`config.mk`:
```
export PLATFORM = sky130hd
export DESIGN_NAME = scpc_top
export DESIGN_NICKNAME = d
export VERILOG_FILES = /design/src/logic/scpc_pkg.sv /design/src/logic/scpc_top.sv
export SDC_FILE = /design/constraint.sdc
export NUM_CORES = 1
export LEC_CHECK = 0
export ABC_CLOCK_PERIOD_IN_PS = 2750
export BUFFER_PORTS_ARGS = -buffer_cell sky130_fd_sc_hd__buf_4
export CELL_PAD_IN_SITES_DETAIL_PLACEMENT = 0
export CELL_PAD_IN_SITES_GLOBAL_PLACEMENT = 1
export CORE_MARGIN = 4
export CORE_UTILIZATION = 40
export CTS_CLUSTER_SIZE = 8
export DETAILED_ROUTE_END_ITERATION = 10
export GPL_TIMING_DRIVEN = 0
export PLACE_DENSITY = 0.69
export SLEW_MARGIN = 20
export SYNTH_ARGS = -nofsm -noshare
export SYNTH_HDL_FRONTEND = slang
export SYNTH_SLANG_ARGS = --single-unit
```
`constraint.sdc`:
```
create_clock -name clk_i -period 2.75 [get_ports clk_i]
set_input_delay 0.4125 -clock clk_i [delete_from_list [all_inputs] [get_ports clk_i]]
set_output_delay 0.4125 -clock clk_i [all_outputs]
set_load 0.005 [all_outputs]
```
`src/logic/scpc_pkg.sv`:
```
// Constants for the serial command power control block
// Function
// - Five-bit amplifier power register held
// - D7..D5 000 selects amplifier power register
// - Amp bit one powers up, ringer enables
// - Stand-by forces all amplifiers powered down
// - Register kept through stand-by, settings resume
// - Command 011100xx enters stand-by
// - Command 011110xx leaves stand-by
// - Reset places device in stand-by
// - Sequences timed by 8 kHz counter
// - Analog, clock, sigproc power-downs active high
// - Signal processor transfers unaffected by sequences
// - Normal operation about 30.5 ms after exit
// - Eight-bit commands over clock, data, strobe
// - LSB first, latched on strobe at clock rise
// - Extra clocks keep only last eight bits
package scpc_pkg;
	localparam int           CMD_W            = 8;
	localparam int           AMP_W            = 5;
	localparam logic [2:0]   AMP_SEL          = 3'h0;
	localparam logic [5:0]   STANDBY_ENTER    = 6'h1c;
	localparam logic [5:0]   STANDBY_EXIT     = 6'h1e;
	localparam logic [4:0]   AMP_RESET        = 5'h00;
	localparam int           MIC_BIT          = 4;
	localparam int           ACC_IN_BIT       = 3;
	localparam int           REC1_BIT         = 2;
	localparam int           ACC_OUT_BIT      = 1;
	localparam int           RING_BIT         = 0;
	// Sequence steps in frame sync ticks; 244 ticks of 125 us is 30.5 ms
	localparam int           POWERUP_TIME_US  = 30500;
	localparam int           TICK_US          = 125;
	localparam int           POWERUP_TICKS    = POWERUP_TIME_US / TICK_US;
	localparam logic [7:0]   ANA_UP_TICK      = 8'h01;
	localparam logic [7:0]   CLK_UP_TICK      = 8'h02;
	localparam logic [7:0]   DSP_UP_TICK      = 8'h03;
	localparam logic [7:0]   DONE_TICK        = 8'(POWERUP_TICKS);
	localparam logic [7:0]   DSP_DN_TICK      = 8'h01;
	localparam logic [7:0]   CLK_DN_TICK      = 8'h02;
	localparam logic [7:0]   ANA_DN_TICK      = 8'h03;
	typedef enum logic [1:0] {SCPC_STANDBY, SCPC_RISING, SCPC_ACTIVE, SCPC_FALLING} scpc_state_t;
endpackage : scpc_pkg

```
`src/logic/scpc_top.sv`:
```
// Serial command receiver with amplifier power and stand-by sequencing
`timescale 1ns/100ps
`default_nettype none
module scpc_top
	import scpc_pkg::*;
(
	input  wire logic              clk_i,
	input  wire logic              rst_i,
	input  wire logic              cmd_clk_i,
	input  wire logic              cmd_serial_in_i,
	input  wire logic              cmd_strobe_i,
	input  wire logic              frame_sync_8k_i,
	output logic [AMP_W-1:0]       amp_enable_o,
	output logic                   standby_o,
	output logic                   ready_o,
	output logic                   analog_pd_o,
	output logic                   clock_gate_pd_o,
	output logic                   sigproc_pd_o
);
	logic [2:0]       cclk_sync_reg;
	logic [1:0]       data_sync_reg;
	logic [1:0]       strb_sync_reg;
	logic [2:0]       fs_sync_reg;
	logic [CMD_W-1:0] shift_reg;
	logic [CMD_W-1:0] shift_next;
	logic [AMP_W-1:0] amp_power_reg;
	logic [AMP_W-1:0] amp_power_next;
	scpc_state_t      state_reg;
	scpc_state_t      state_next;
	logic [7:0]       count_reg;
	logic [7:0]       count_next;
	logic             ana_pd_reg;
	logic             ana_pd_next;
	logic             clk_pd_reg;
	logic             clk_pd_next;
	logic             dsp_pd_reg;
	logic             dsp_pd_next;
	logic [AMP_W-1:0] amp_out_reg;
	logic [AMP_W-1:0] amp_out_next;
	logic             standby_reg;
	logic             standby_next;
	logic             ready_reg;
	logic             ready_next;
	logic             cclk_rise;
	logic             fs_rise;
	logic             latch;
	logic             enter_cmd;
	logic             exit_cmd;

	// Special command match on the upper six bits
	function automatic logic cmd_match(input logic [CMD_W-1:0] word, input logic [5:0] code);
		return word[7:2] == code;
	endfunction : cmd_match

	// One sequencer step
	function automatic logic [7:0] tick_inc(input logic [7:0] cnt);
		return cnt + 8'h01;
	endfunction : tick_inc

	// Data and strobe pass two flops, clock and frame sync three; edges seen only on the second and third
	always_ff @(posedge clk_i or posedge rst_i)
	begin
		if (rst_i)
		begin
			cclk_sync_reg <= 3'h0;
			data_sync_reg <= 2'h0;
			strb_sync_reg <= 2'h0;
			fs_sync_reg   <= 3'h0;
		end
		else
		begin
			cclk_sync_reg <= {cclk_sync_reg[1:0], cmd_clk_i};
			data_sync_reg <= {data_sync_reg[0], cmd_serial_in_i};
			strb_sync_reg <= {strb_sync_reg[0], cmd_strobe_i};
			fs_sync_reg   <= {fs_sync_reg[1:0], frame_sync_8k_i};
		end
	end

	assign cclk_rise = cclk_sync_reg[1] & ~cclk_sync_reg[2];
	assign fs_rise   = fs_sync_reg[1] & ~fs_sync_reg[2];
	assign latch     = cclk_rise & strb_sync_reg[1];
	assign enter_cmd = latch && cmd_match(shift_reg, STANDBY_ENTER);
	assign exit_cmd  = latch && cmd_match(shift_reg, STANDBY_EXIT);

	// Command shifter and amplifier power register
	always_comb
	begin
		shift_next     = shift_reg;
		amp_power_next = amp_power_reg;
		if (cclk_rise && !strb_sync_reg[1])
			shift_next = {data_sync_reg[1], shift_reg[CMD_W-1:1]};
		if (latch && shift_reg[7:5] == AMP_SEL)
			amp_power_next = shift_reg[AMP_W-1:0];
	end

	always_ff @(posedge clk_i or posedge rst_i)
	begin
		if (rst_i)
		begin
			shift_reg     <= 8'h00;
			amp_power_reg <= AMP_RESET;
		end
		else
		begin
			shift_reg     <= shift_next;
			amp_power_reg <= amp_power_next;
		end
	end

	// Stand-by sequencer on frame sync ticks; serial transfers left untouched
	always_comb
	begin
		state_next  = state_reg;
		count_next  = count_reg;
		ana_pd_next = ana_pd_reg;
		clk_pd_next = clk_pd_reg;
		dsp_pd_next = dsp_pd_reg;
		unique case (state_reg)
			SCPC_STANDBY:
			begin
				if (exit_cmd)
				begin
					state_next = SCPC_RISING;
					count_next = 8'h00;
				end
			end
			SCPC_RISING:
			begin
				if (enter_cmd)
				begin
					state_next = SCPC_FALLING;
					count_next = 8'h00;
				end
				else if (fs_rise)
				begin
					count_next = tick_inc(count_reg);
					if (count_next == ANA_UP_TICK)
						ana_pd_next = 1'b0;
					if (count_next == CLK_UP_TICK)
						clk_pd_next = 1'b0;
					if (count_next == DSP_UP_TICK)
						dsp_pd_next = 1'b0;
					if (count_next == DONE_TICK)
						state_next = SCPC_ACTIVE;
				end
			end
			SCPC_ACTIVE:
			begin
				if (enter_cmd)
				begin
					state_next = SCPC_FALLING;
					count_next = 8'h00;
				end
			end
			SCPC_FALLING:
			begin
				if (exit_cmd)
				begin
					state_next = SCPC_RISING;
					count_next = 8'h00;
				end
				else if (fs_rise)
				begin
					count_next = tick_inc(count_reg);
					if (count_next == DSP_DN_TICK)
						dsp_pd_next = 1'b1;
					if (count_next == CLK_DN_TICK)
						clk_pd_next = 1'b1;
					if (count_next == ANA_DN_TICK)
					begin
						ana_pd_next = 1'b1;
						state_next  = SCPC_STANDBY;
					end
				end
			end
		endcase
		// Amps follow register only in the active state
		if (state_next == SCPC_ACTIVE)
			amp_out_next = amp_power_next;
		else
			amp_out_next = '0;
		standby_next = (state_next == SCPC_STANDBY);
		ready_next   = (state_next == SCPC_ACTIVE);
	end

	always_ff @(posedge clk_i or posedge rst_i)
	begin
		if (rst_i)
		begin
			state_reg   <= SCPC_STANDBY;
			count_reg   <= 8'h00;
			ana_pd_reg  <= 1'b1;
			clk_pd_reg  <= 1'b1;
			dsp_pd_reg  <= 1'b1;
			amp_out_reg <= '0;
			standby_reg <= 1'b1;
			ready_reg   <= 1'b0;
		end
		else
		begin
			state_reg   <= state_next;
			count_reg   <= count_next;
			ana_pd_reg  <= ana_pd_next;
			clk_pd_reg  <= clk_pd_next;
			dsp_pd_reg  <= dsp_pd_next;
			amp_out_reg <= amp_out_next;
			standby_reg <= standby_next;
			ready_reg   <= ready_next;
		end
	end

	assign amp_enable_o    = amp_out_reg;
	assign standby_o       = standby_reg;
	assign ready_o         = ready_reg;
	assign analog_pd_o     = ana_pd_reg;
	assign clock_gate_pd_o = clk_pd_reg;
	assign sigproc_pd_o    = dsp_pd_reg;
endmodule : scpc_top
`default_nettype wire

```
### Word-level counts from Yosys, hierarchy flattened

Cells that the tools add are included.

* output and inout bits: 10
* input port bits: 6
* logic and storage cells: 93
* bits in registers: 43

* equal/unequal tests: 22
* add/sub/neg operators: 1
* mux-type cells: 38
* bitwise gates (word level): 5
* reductions and logical operators: 13

Operator list (count)
* two-way mux 8 bit: 5
* one-hot mux 8 bit (4 select lines): 1
* inequality test 2 bit, second input constant: 12
* AND reduction 7 bit: 3
* two-way mux 1 bit: 18
* equality test 8 x 2 -> 1 bit, second input constant: 2
* two-way mux 2 bit: 8
* equality test 6 x 5 -> 1 bit, second input constant: 2
* two-way mux 5 bit: 2
* adder 8 x 1 -> 8 bit, second input constant: 1
* equality test 8 x 1 -> 1 bit, second input constant: 1
* equality test 8 bit, second input constant: 1
* one-hot mux 2 bit (4 select lines): 1
* equality test 2 bit, second input constant: 3
* one-hot mux 1 bit (2 select lines): 3
* logical AND 1 bit: 4
* logical NOT 2 bit: 2
* bitwise AND 1 bit: 3
* logical NOT 3 bit: 1
* equality test 2 x 1 -> 1 bit, second input constant: 1
* NOT 1 bit: 2
* AND reduction 2 bit: 1
* nonzero test 2 bit: 1
* logical NOT 1 bit: 1

### Depth between registers and ports, before layout

Gate-level depths: netlist of the first run.

* depth after elaboration: 8
* depth in mapped cells: 7
* gate-level depth less buffers: 6

### Worst setup path before layout of the first run

OpenSTA, ideal clock, no wires.

* path kind: reg-to-reg
* from: reg count_reg[0]
* to: reg amp_out_reg[0] (netlist: amp_enable_o[0])
* data arrival time: 1.870 ns
* cell stages (with the launch flop): 7
* clock period less this slack: 1.943 ns
* required time: 2.677 ns
* buffers on the path: 0
* slack: 0.807 ns
* library setup time: 0.073 ns
* path through: dfrtp_1 > ha_1 > nand3_1 > or3_1 > a2111oi_2 > a21oi_1 > nor2b_1

* cells in the longest elaborated chain, start to end: 8
* elaborated cells on any way between the ends: 12
* classes of those cells: 1 x add/sub; 3 x eq/ne; 8 x mux

Ends and longest elaborated chain
* start: declaration: line scpc_top.sv:30 `logic [7:0] count_reg;`
* start signal: assignment: line scpc_top.sv:202 `count_reg <= count_next;`
* adder 8 x 1 -> 8 bit *: line scpc_top.sv:57 `return cnt + 8'h01;`
* equality test 8 x 2 -> 1 bit / equality test 8 bit (equally long branches): line scpc_top.sv:169, scpc_top.sv:143
* two-way mux 2 bit (on tied branches): line scpc_top.sv:169, scpc_top.sv:143
* two-way mux 2 bit (on tied branches): line scpc_top.sv:162, scpc_top.sv:134
* two-way mux 2 bit (on tied branches): line scpc_top.sv:157, scpc_top.sv:129
* one-hot mux 2 bit (4 select lines) *: line scpc_top.sv:118 `unique case (state_reg)`
* equality test 2 bit *: line scpc_top.sv:178 `if (state_next == SCPC_ACTIVE)`
* two-way mux 5 bit *: line scpc_top.sv:178
* named net amp_out_next[0]: line scpc_top.sv:39 `logic [AMP_W-1:0] amp_out_next;`
* end signal: assignment: line scpc_top.sv:206 `amp_out_reg <= amp_out_next;`
* end: declaration: line scpc_top.sv:38 `logic [AMP_W-1:0] amp_out_reg;`

Mark *: on every way through the listed nets, which the timed path passes. The rest lies on a longest branch.
A chain may end at the register's enable or synchronous reset.

### Final worst setup path of the first run

* from: reg count_reg[0]
* to: reg amp_out_reg[1] (netlist: amp_enable_o[1])

Same word-level chain as after synthesis.

==> results of run 1 <==
-- metrics by stage --
stage	hold WS (ns)	worst slack, ns
floorplan	0.331	0.807
global placement	0.332	0.547
detailed placement	0.336	0.534
CTS	0.0729	0.513
global route	0.0672	0.253
finish	0.0663	0.498
-- final cells by class --
type                            instances  area [µm²]  share of cell area
Sequential cell                        43        1080               0.473
Inverter                                8        30.0              0.0132
Clock inverter                          2        38.8              0.0170
Buffer                                  9        45.0              0.0197
Tap cell                               67        83.8              0.0367
Timing Repair Buffer                   16         133              0.0581
Multi-Input combinational cell        106         790               0.346
Clock buffer                            6        82.6              0.0362
-- worst paths after layout --
check	slack [ns]	cells past startpoint	to	startpoint
setup / recovery	0.50	6	amp_enable_o[1]	count_reg[0]
max in group asynchronous	2.24	3	state_reg[0]	rst_i
setup reg to reg	0.50	6	amp_enable_o[1]	count_reg[0]
hold reg to reg	0.35	0	fs_sync_reg[1]	fs_sync_reg[0]
hold / removal	0.07	2	count_reg[2]	rst_i
min in group clk_i	0.22	1	data_sync_reg[0]	cmd_serial_in_i
-- worst max-delay path, cell delays in order, from the launching register on --
cell	delay [ns]
dfrtp_1	0.51
ha_1	0.32
nand3_1	0.19
or3_1	0.40
a2111oi_2	0.43
a21oi_1	0.19
nor2b_1	0.14
-- cell families after synthesis --
logic type / count (synthesis) / synth area share
AND/OR/NAND/NOR: 54 / 0.152
flip-flops: 43 / 0.556
AO/OA/AOI/OAI: 23 / 0.0978
buffers and inverters: 17 / 0.0386
multiplexers: 14 / 0.0804
XOR/XNOR: 11 / 0.0495
adder cells (fa/ha/maj): 4 / 0.0257
-- where the power goes --
group          switching (mW)  leakage [nW]  internal, mW
sequential             0.0595         0.548         0.722
combinational           0.101         0.393         0.108
clock                   0.216        0.0618         0.299
total                   0.376          1.00          1.13
-- per-layer routing --
| metal | vias up | wire (µm) | global-route usage | part of all wire |
|---|---|---|---|---|
| met5 | - | 0 | 0 | 0 |
| met4 | 0 | 36 | 0.0427 | 0.011 |
| met3 | 4 | 122 | 0.0313 | 0.037 |
| met2 | 21 | 1590 | 0.204 | 0.48 |
| met1 | 631 | 1540 | 0.166 | 0.47 |
| li1 | 628 | - | - | - |
-- Yosys cell counts (2+ instances only) --
library cell and n:
clkbuf_1 4, nand2_1 6, dfrtp_1 39, a21oi_1 5, o21ai_0 3, nand4_1 3
mux2_1 3, buf_2 3, dfstp_2 4, nor2_1 16, mux2_2 10, nand3_1 3
or3_1 4, nor2b_1 4, a31oi_1 2, nor4_1 2, nor3_1 7, ha_1 4
xnor2_1 10, a211o_1 2, inv_1 8
==> run metrics, run 1 <==
gpl congestion ~0.84; area leader, netlist dfrtp_1; commonest cells after routing, fill and taps aside dfrtp_1 (39), nor2_1 (16), buf_4 (15); Worst-Margin Slew 0.916 ns; Finished Cell Area 2280 µm²; Startpoint Class flip-flop; dominant synthesized flop cell dfrtp_1; post-cts sizing count 0; Mapped Cells between 150 and 200; CTS Hold Bufs 0; post-CTS setup buffers 0; placed cell area 2160 µm²; 1st-iter DRT viols around 110; EDFF count, synth 0; final std cells w/o fill 257; synthesized flop and latch total 43; Clk pin slew, worst setup/hold paths ~0.08 ns; fin nets 199; initial antenna violation count 0; synthesized net count 176; core box area between 4000 and 5000 µm²; gr usage total 0.127; most common cell after layout, fill and taps aside dfrtp_1; leakage power 1.00 nW; Clock Latency Late Sink 0.29 ns; clock skew slightly below 0.003 ns; initial core utilization 0.412; Ant. Diodes 0; Num CTS Buffers 5; worst vdd ir 0.000381 V; YS warnings 0; total power draw 1.50 mW; DP Cell Count 249; DR vias/cell 5.00; top cells by area, synth dfrtp_1 (50%), mux2_2 (5.8%), dfstp_2 (5.4%); I/O pin count 16; fin crit share 0.819; CTS root buf clkbuf_8; CTS Buffer Depth 2; overall routed net length 3.29 mm; grt ovf 0; TritonRoute pass-1 iters 4; Netlist cell types 45; Via Count ~1300; Die H 77.7 µm; chip width slightly below 80 µm; P per Cell Area 658 nW/µm²; row cnt 25; RSZ-0062 raised after global routing false; sequential area share after synthesis 0.556; relative slew slack 0.385; htree depth 2; final hold violations 0; top-area cell type share of the netlist area 0.502; max-cap viol count 0; via count of the first global-routing pass 1309; final worst path period need 2.25 ns; Worst Path Max Fanout 8; DRC 0; Setup Crit Path Kind reg -> reg; area delta synth->final 17.4%; Max Clk Rate between 0.4 and 0.5 GHz; Filler cells around 420; ys async rst share 1.00; worst endpoint required time 2.97 ns; mapped cell area 1950 µm²; Avg WL per Cell 12.8 µm; setup TNS 0 ns; Clock Sinks 43; TritonCTS clock tree yes; utilization after layout 0.483; Avg Cell Area, Syn 11.7 µm²; share of cells above drive strength 1 0.253; input/output buffers 15; HP Class in -> async; largest net degree at the start of global routing 33; # setup viols final 0; DRT antenna net count 0; HPWL after detailed placement 2.42 mm; first-pass GRT wire length around 6 mm; CP arrival 2.47 ns; CP endpoint kind flip-flop; die area 6040 µm²; Slew Viols, Final 0; run status complete, no violations
No activity file was read; power rests on OpenSTA's default activity.
==> inputs of run 2 (changes only) <==
--- a/config.mk
+++ b/config.mk
@@ -5,7 +5,8 @@
 export SDC_FILE = /design/constraint.sdc
 export NUM_CORES = 1
 export LEC_CHECK = 0
-export ABC_CLOCK_PERIOD_IN_PS = 2750
+export ABC_AREA = 1
+export ABC_CLOCK_PERIOD_IN_PS = 1800
 export BUFFER_PORTS_ARGS = -buffer_cell sky130_fd_sc_hd__buf_4
 export CELL_PAD_IN_SITES_DETAIL_PLACEMENT = 0
 export CELL_PAD_IN_SITES_GLOBAL_PLACEMENT = 1
@@ -14,7 +15,7 @@
 export CTS_CLUSTER_SIZE = 8
 export DETAILED_ROUTE_END_ITERATION = 10
 export GPL_TIMING_DRIVEN = 0
-export PLACE_DENSITY = 0.69
+export PLACE_DENSITY = 0.75
 export SLEW_MARGIN = 20
 export SYNTH_ARGS = -nofsm -noshare
 export SYNTH_HDL_FRONTEND = slang
==> constraint.sdc (replaced) <==
create_clock -name clk_i -period 1.8 [get_ports clk_i]
set_input_delay 0.27 -clock clk_i [delete_from_list [all_inputs] [get_ports clk_i]]
set_output_delay 0.27 -clock clk_i [all_outputs]
set_load 0.005 [all_outputs]
==> run 2 against run 1 <==
- the run now ends with setup timing left
- highest routed layer unchanged
- synthesized area is 4.8% higher
- maximum frequency up 22%
- final area increased by 14%
- global-route usage grew 1.7 points
- core utilization is 5.6 points higher
- final cell count rose by 32%
- largest cell class unchanged
==> run metrics, run 2 <==
worst endpoint required time 2.02 ns (was 2.97 ns); first-pass GRT wire length 7.02 mm (was 6.05 mm); final worst path period need 1.85 ns (was 2.25 ns); sequential area share after synthesis 0.530 (was 0.556); Slew Viols, Final 0 (unchanged); placed cell area 2250 µm² (was 2160 µm²); utilization after layout 0.539 (was 0.483); core box area 4820 µm² (was 4720 µm²); violated checks setup timing; Final Worst Setup Slack -0.0510 ns (was 0.498 ns); Commonest cells post-synth nand2_1 (51), dfrtp_1 (39), inv_1 (36) (was dfrtp_1 (39), nor2_1 (16), mux2_2 (10), xnor2_1 (10), inv_1 (8)); area leader, netlist dfrtp_1 (unchanged); origin of the worst min-delay path cmd_clk_i; # setup viols final 6 (was 0); largest net degree at the start of global routing 26 (was 33); FF-to-FF End amp_enable_o[2] (was amp_enable_o[1]); TritonCTS clock tree yes (unchanged); Largest stage delay, worst path 0.42 ns (was 0.51 ns); Die H 79.4 µm (was 77.7 µm); Worst-Margin Slew 0.402 ns (was 0.916 ns); RSZ-0062 raised after global routing true (was false); DR vias/cell 4.77 (was 5.00); clock skew 0.00507 ns (was 0.00296 ns); synthesized flop and latch total 43 (unchanged); Worst Path Max Fanout 6 (was 8); Max Clk Rate 0.540 GHz (was 0.444 GHz); die area 6300 µm² (was 6040 µm²); via count of the first global-routing pass 1569 (was 1309); chip width 79.4 µm (was 77.7 µm); gpl congestion 0.802 (was 0.839); DRT antenna net count 0 (unchanged); commonest cells after routing, fill and taps aside nand2_1 (42), dfrtp_1 (39), inv_1 (33) (was dfrtp_1 (39), nor2_1 (16), buf_4 (15)); top-area cell type share of the netlist area 0.479 (was 0.502); total power draw 2.64 mW (was 1.50 mW); reg2reg path depth 11 (was 6); CP max-delay cell dfrtp_1 (unchanged); Ant. Diodes 0 (unchanged); Num CTS Buffers 5 (unchanged); dominant synthesized flop cell dfrtp_1 (unchanged); fin crit share 1.03 (was 0.819); Clk pin slew, worst setup/hold paths 0.08 ns (about the same); I/O pin count 16 (unchanged); Clock Latency Late Sink 0.29 ns (about the same); Mapped Cells 239 (was 166); Finished Cell Area 2600 µm² (was 2280 µm²); DRC 0 (unchanged); CP endpoint kind flip-flop (unchanged); setup TNS -0.229 ns (was 0 ns); Via Count 1617 (was 1284); input/output buffers 15 (unchanged); most common cell after layout, fill and taps aside nand2_1 (was dfrtp_1); TritonRoute pass-1 iters 4 (unchanged); htree depth 2 (unchanged); grt ovf 0 (unchanged); max-cap viol count 0 (unchanged); run status complete, but fails checks (was complete, no violations); R2R Setup Slk -0.05 ns (was 0.50 ns); initial core utilization 0.423 (was 0.412); Setup Crit Path Kind reg -> reg (unchanged); overall routed net length 4.08 mm (was 3.29 mm); initial antenna violation count 0 (unchanged); relative slew slack 0.729 (was 0.385); CP cell instances ha_4 > nand3_2 > o21bai_2 > nand2_2 > nor2_2 > nand3_2 > a21oi_2 > nand2_1 > nand2_2 > nand2_4 > nor2_4 (was ha_1 > nand3_1 > or3_1 > a2111oi_2 > a21oi_1 > nor2b_1); worst r2r src count_reg[1] (was count_reg[0]); Avg WL per Cell 12.0 µm (was 12.8 µm); Avg Cell Area, Syn 8.53 µm² (was 11.7 µm²); gr usage total 0.143 (was 0.127); synthesized net count 249 (was 176); HPWL after detailed placement 2.73 mm (was 2.42 mm); top cells by area, synth dfrtp_1 (48%), nand2_1 (9.4%), inv_1 (6.6%) (was dfrtp_1 (50%), mux2_2 (5.8%), dfstp_2 (5.4%)); row cnt 25 (unchanged); P per Cell Area 1020 nW/µm² (was 658 nW/µm²); final hold violations 0 (unchanged); Startpoint Class flip-flop (unchanged); area delta synth->final 27.4% (was 17.4%); leakage power 1.29 nW (was 1.00 nW); 1st-iter DRT viols 59 (was 112); CTS Buffer Depth 2 (unchanged); post-place setup slack -0.181 ns (was 0.534 ns); share of cells above drive strength 1 0.331 (was 0.253); CP arrival 2.07 ns (was 2.47 ns); ys async rst share 1.00 (unchanged); EDFF count, synth 0 (unchanged); YS warnings 0 (unchanged); Hold Path End cclk_sync_reg[0]; WHS Path Cells 1; CTS root buf clkbuf_8 (unchanged); mapped cell area 2040 µm² (was 1950 µm²); most frequent cell after synthesis nand2_1 (was dfrtp_1); Netlist cell types 29 (was 45); Clock Sinks 43 (unchanged); HP Class in -> reg (was in -> async); worst vdd ir 0.000647 V (was 0.000381 V); fin nets 281 (was 199)
==> run 2: cell types whose count changed after synthesis, sizes merged, moves of 5 or more <==
cell and delta:
nand2 +50, inv +31, nand3 +17, o21ai +17, nor2 +14, mux2 -12
xnor2 -10, nor3 -5
==> run 2: how the worst max path moves through the flow <==
stage               slack (ns)         endpoint    startpoint  depth (start not counted)
floorplan                 0.12  amp_enable_o[0]  count_reg[0]                         11
global placement         -0.19  amp_enable_o[2]  count_reg[1]                         12
detailed placement       -0.18  amp_enable_o[2]  count_reg[1]                         11
CTS                      -0.02  amp_enable_o[2]  count_reg[1]                         11
global route             -0.17  amp_enable_o[2]  count_reg[1]                         11
finish                   -0.05  amp_enable_o[2]  count_reg[1]                         11
==> run 2: where the power goes <==
| group | internal (mW) | switching [mW] | leakage (nW) | total [mW] |
|---|---|---|---|---|
| Sequential | 1.11 | 0.0898 | 0.537 | 1.20 |
| Combinational | 0.219 | 0.342 | 0.692 | 0.561 |
| Clock | 0.554 | 0.320 | 0.0654 | 0.875 |
| Total | 1.89 | 0.752 | 1.29 | 2.64 |
==> run 2: area by class of cell <==
| type | count | area (µm²) |
|---|---|---|
| Sequential cell | 43 | 1080 |
| Inverter | 39 | 146 |
| Timing Repair Buffer | 26 | 214 |
| Clock inverter | 2 | 60.1 |
| Multi-Input combinational cell | 154 | 928 |
| Fill cell | 492 | 2220 |
| Clock buffer | 6 | 72.6 |
| Tap cell | 67 | 83.8 |
| Buffer | 2 | 11.3 |
==> run 2: what timing repair did <==
item,in CTS,in global routing
hold buffers,1,0
pin swaps,2,15
setup buffers,3,6
endpoints found under the setup margin,17,20
endpoints found under the hold margin,16,0
resized for setup,9,31
==> run 2: routing by layer <==
layer | part of all wire | wire (µm) | up-vias | track usage
met4 | 0.023 | 95 | 0 | 0.0670
met2 | 0.49 | 2010 | 23 | 0.232
met1 | 0.45 | 1820 | 772 | 0.174
met3 | 0.037 | 149 | 11 | 0.0429
met5 | 0 | 0 | - | 0
li1 | - | - | 811 | -
==> run 2: worst max-delay path, delay by kind of cell, from the launching register on <==
| kind | cells | cell delay (ns) |
|---|---|---|
| adders and majority gates | 1 | 0.19 |
| AOI/OAI and AO/OA | 2 | 0.35 |
| and+or+nand+nor | 8 | 0.81 |
| DFF | 1 | 0.42 |
==> run 2: through the flow <==
| step | hold slack, ns | instances |
|---|---|---|
| floorplan | 0.301 | 239 |
| global placement | 0.333 | 321 |
| detailed placement | 0.289 | 322 |
| CTS | 0.0721 | 334 |
| global route | 0.0599 | 339 |
| finish | 0.0846 | 339 |
==> run 2: cell families after synthesis <==
logic type	synth area share
compound gates	0.0816
xor+xnor	0.00430
fa+ha+maj	0.0246
buf+inv	0.0792
flops	0.530
mux	0.00552
simple gates	0.274
==> inputs of run 3 (changes only) <==
--- a/config.mk
+++ b/config.mk
@@ -5,17 +5,17 @@
 export SDC_FILE = /design/constraint.sdc
 export NUM_CORES = 1
 export LEC_CHECK = 0
-export ABC_AREA = 1
 export ABC_CLOCK_PERIOD_IN_PS = 1800
 export BUFFER_PORTS_ARGS = -buffer_cell sky130_fd_sc_hd__buf_4
 export CELL_PAD_IN_SITES_DETAIL_PLACEMENT = 0
 export CELL_PAD_IN_SITES_GLOBAL_PLACEMENT = 1
 export CORE_MARGIN = 4
 export CORE_UTILIZATION = 40
+export CTS_CLUSTER_DIAMETER = 50
 export CTS_CLUSTER_SIZE = 8
 export DETAILED_ROUTE_END_ITERATION = 10
 export GPL_TIMING_DRIVEN = 0
-export PLACE_DENSITY = 0.75
+export PLACE_DENSITY = 0.71
 export SLEW_MARGIN = 20
 export SYNTH_ARGS = -nofsm -noshare
 export SYNTH_HDL_FRONTEND = slang
==> run 3 against run 2 <==
- the flow still finishes with violations (setup timing)
- final area unchanged
- combinational power down 24%
- via count down 14%
- worst setup slack worse by 0.018 ns
- global-route usage down 0.59 points
- clock skew up 0.00082 ns
- worst hold slack worse by 0.0048 ns
- power down 14%
==> run metrics, run 3 (synthesis gave the netlist of run 1 again) <==
P per Cell Area 872 nW/µm² (was 1020 nW/µm²); I/O pin count 16 (unchanged); Filler cells 407 (was 492); final worst path period need 1.87 ns (was 1.85 ns); DRC 0 (unchanged); CP max-delay cell a2111oi_4 (was dfrtp_1); CTS root buf clkbuf_8 (unchanged); Ant. Diodes 0 (unchanged); CP arrival 2.05 ns (was 2.07 ns); most common cell after layout, fill and taps aside dfrtp_1 (was nand2_1); worst endpoint required time 1.99 ns (was 2.02 ns); largest net degree at the start of global routing 30 (was 26); worst r2r src count_reg[1] (unchanged); first-pass GRT wire length 6.54 mm (was 7.02 mm); delay-heaviest family, CP simple AND/OR/NAND/NOR gates (unchanged); share of cells above drive strength 1 0.442 (was 0.331); Clock Sinks 43 (unchanged); leakage power 1.17 nW (was 1.29 nW); CP endpoint kind flip-flop (unchanged); initial core utilization 0.412 (was 0.423); relative slew slack 0.566 (was 0.729); TritonCTS clock tree yes (unchanged); commonest cells after routing, fill and taps aside dfrtp_1 (35), buf_4 (34), nor2_1 (15) (was nand2_1 (42), dfrtp_1 (39), inv_1 (33)); final hold violations 0 (unchanged); origin of the worst min-delay path frame_sync_8k_i (was cmd_clk_i); grt ovf 0 (unchanged); max-cap viol count 0 (unchanged); Clock Latency Late Sink 0.29 ns (about the same); TritonRoute pass-1 iters 4 (unchanged); HPWL after detailed placement 2.54 mm (was 2.73 mm); CTS Buffer Depth 2 (unchanged); Num CTS Buffers 5 (unchanged); violated checks setup timing (unchanged); gr usage total 0.137 (was 0.143); overall routed net length 4.01 mm (was 4.08 mm); 1st-iter DRT viols 74 (was 59); final std cells w/o fill 273 (was 339); run status complete, but fails checks (unchanged); fin nets 215 (was 281); Largest stage delay, worst path 0.44 ns (was 0.42 ns); Die H 77.7 µm (was 79.4 µm); post-route worst hold slack 0.0798 ns (was 0.0846 ns); Startpoint Class flip-flop (unchanged); Register Area 1090 µm² (was 1080 µm²); CP bufs+invs 1 (was 0); HP Class in -> reg (unchanged); gpl congestion 0.844 (was 0.802); clock skew 0.00589 ns (was 0.00507 ns); placed cell area 2200 µm² (was 2250 µm²); worst vdd ir 0.000595 V (was 0.000647 V); area delta synth->final 33.5% (was 27.4%); Max Clk Rate 0.535 GHz (was 0.540 GHz); Slew Viols, Final 0 (unchanged); Worst Path Max Fanout 6 (unchanged); DR vias/cell 5.11 (was 4.77); # setup viols final 8 (was 6); Setup Crit Path Kind reg -> reg (unchanged); Final Worst Setup Slack -0.0688 ns (was -0.0510 ns); htree depth 2 (unchanged); Avg WL per Cell 14.7 µm (was 12.0 µm); Finished Cell Area 2600 µm² (unchanged); Clk pin slew, worst setup/hold paths 0.08 ns (about the same); input/output buffers 15 (unchanged); CP cell instances ha_4 > nand3_4 > or3_4 > a2111oi_4 > buf_4 > nor3_2 (was ha_4 > nand3_2 > o21bai_2 > nand2_2 > nor2_2 > nand3_2 > a21oi_2 > nand2_1 > nand2_2 > nand2_4 > nor2_4); fin crit share 1.04 (was 1.03); Worst-Margin Slew 0.650 ns (was 0.402 ns); chip width 77.7 µm (was 79.4 µm); multi-input logic area 996 µm² (was 928 µm²); DP Cell Count 249 (was 322); RSZ-0062 raised after global routing true (unchanged); initial antenna violation count 0 (unchanged); launch point of the worst path count_reg[1] (unchanged); core box area 4720 µm² (was 4820 µm²); DRT antenna net count 0 (unchanged); via count of the first global-routing pass 1395 (was 1569); die area 6040 µm² (was 6300 µm²); Via Count 1396 (was 1617); row cnt 25 (unchanged)
## run 3: changes by cell type in the layout (fill, tap and decap cells not counted), sizes merged, moves of 3 or more
cell,before,now
mux2,1,13
nor2,30,16
nand3,20,3
nor3,2,7
xnor2,0,10
buf,26,38
or3,0,4
nor2b,0,4
inv,39,8
nand2,56,6
a21oi,8,5
o21ai,21,4
## run 3: final timing paths
path / to / slack (ns) / cells after the start
setup / recovery: state_reg[0] / -0.07 / 6
hold / removal: fs_sync_reg[0] / 0.08 / 1
setup reg to reg: state_reg[0] / -0.07 / 6
hold reg to reg: cclk_sync_reg[1] / 0.35 / 0
max in group asynchronous: count_reg[6] / 0.82 / 4
min in group asynchronous: fs_sync_reg[0] / 0.50 / 3
## run 3: what timing repair did
item                                    4_1_cts  5_1_grt
resized for setup                            14       16
endpoints found under the setup margin       20       20
setup buffers                                12        7
cloned                                        0        1
pin swaps                                     8       11
hold endpoints to repair                     10        0
hold buffers                                  1        0
## run 3: per-stage QoR
stage | TNS, ns | util | total power [mW] | worst slack, ns
after floorplan | -0.0111 | - | 1.44 | -0.00602
after global placement | -2.66 | 0.461 | 1.51 | -0.172
after detailed placement | -3.15 | 0.465 | 1.54 | -0.226
after CTS | -0.299 | 0.523 | 2.24 | -0.0721
after global routing | -1.03 | 0.550 | 2.40 | -0.111
final | -0.259 | 0.550 | 2.26 | -0.0688
## run 3: cell type report
class,instances,share of cell area
buffer,4,0.00674
clock buffer,6,0.0318
clock inverter,2,0.00626
inverter,8,0.0116
multi-input combinational,107,0.383
sequential,43,0.418
tap,67,0.0323
timing repair buffer,36,0.110
## run 3: metal layers
layer  global-route usage  vias up  routed length [µm]
met5                    0        -                   0
met4               0.0498        0                  68
met3               0.0406        6                 160
met2                0.215       26                1950
met1                0.180      703                1830
li1                     -      661                   -
## run 3: power breakdown
group | switching, mW | leakage (nW) | internal, mW
sequential | 0.0878 | 0.541 | 1.10
combinational | 0.212 | 0.578 | 0.217
clock | 0.331 | 0.0474 | 0.313
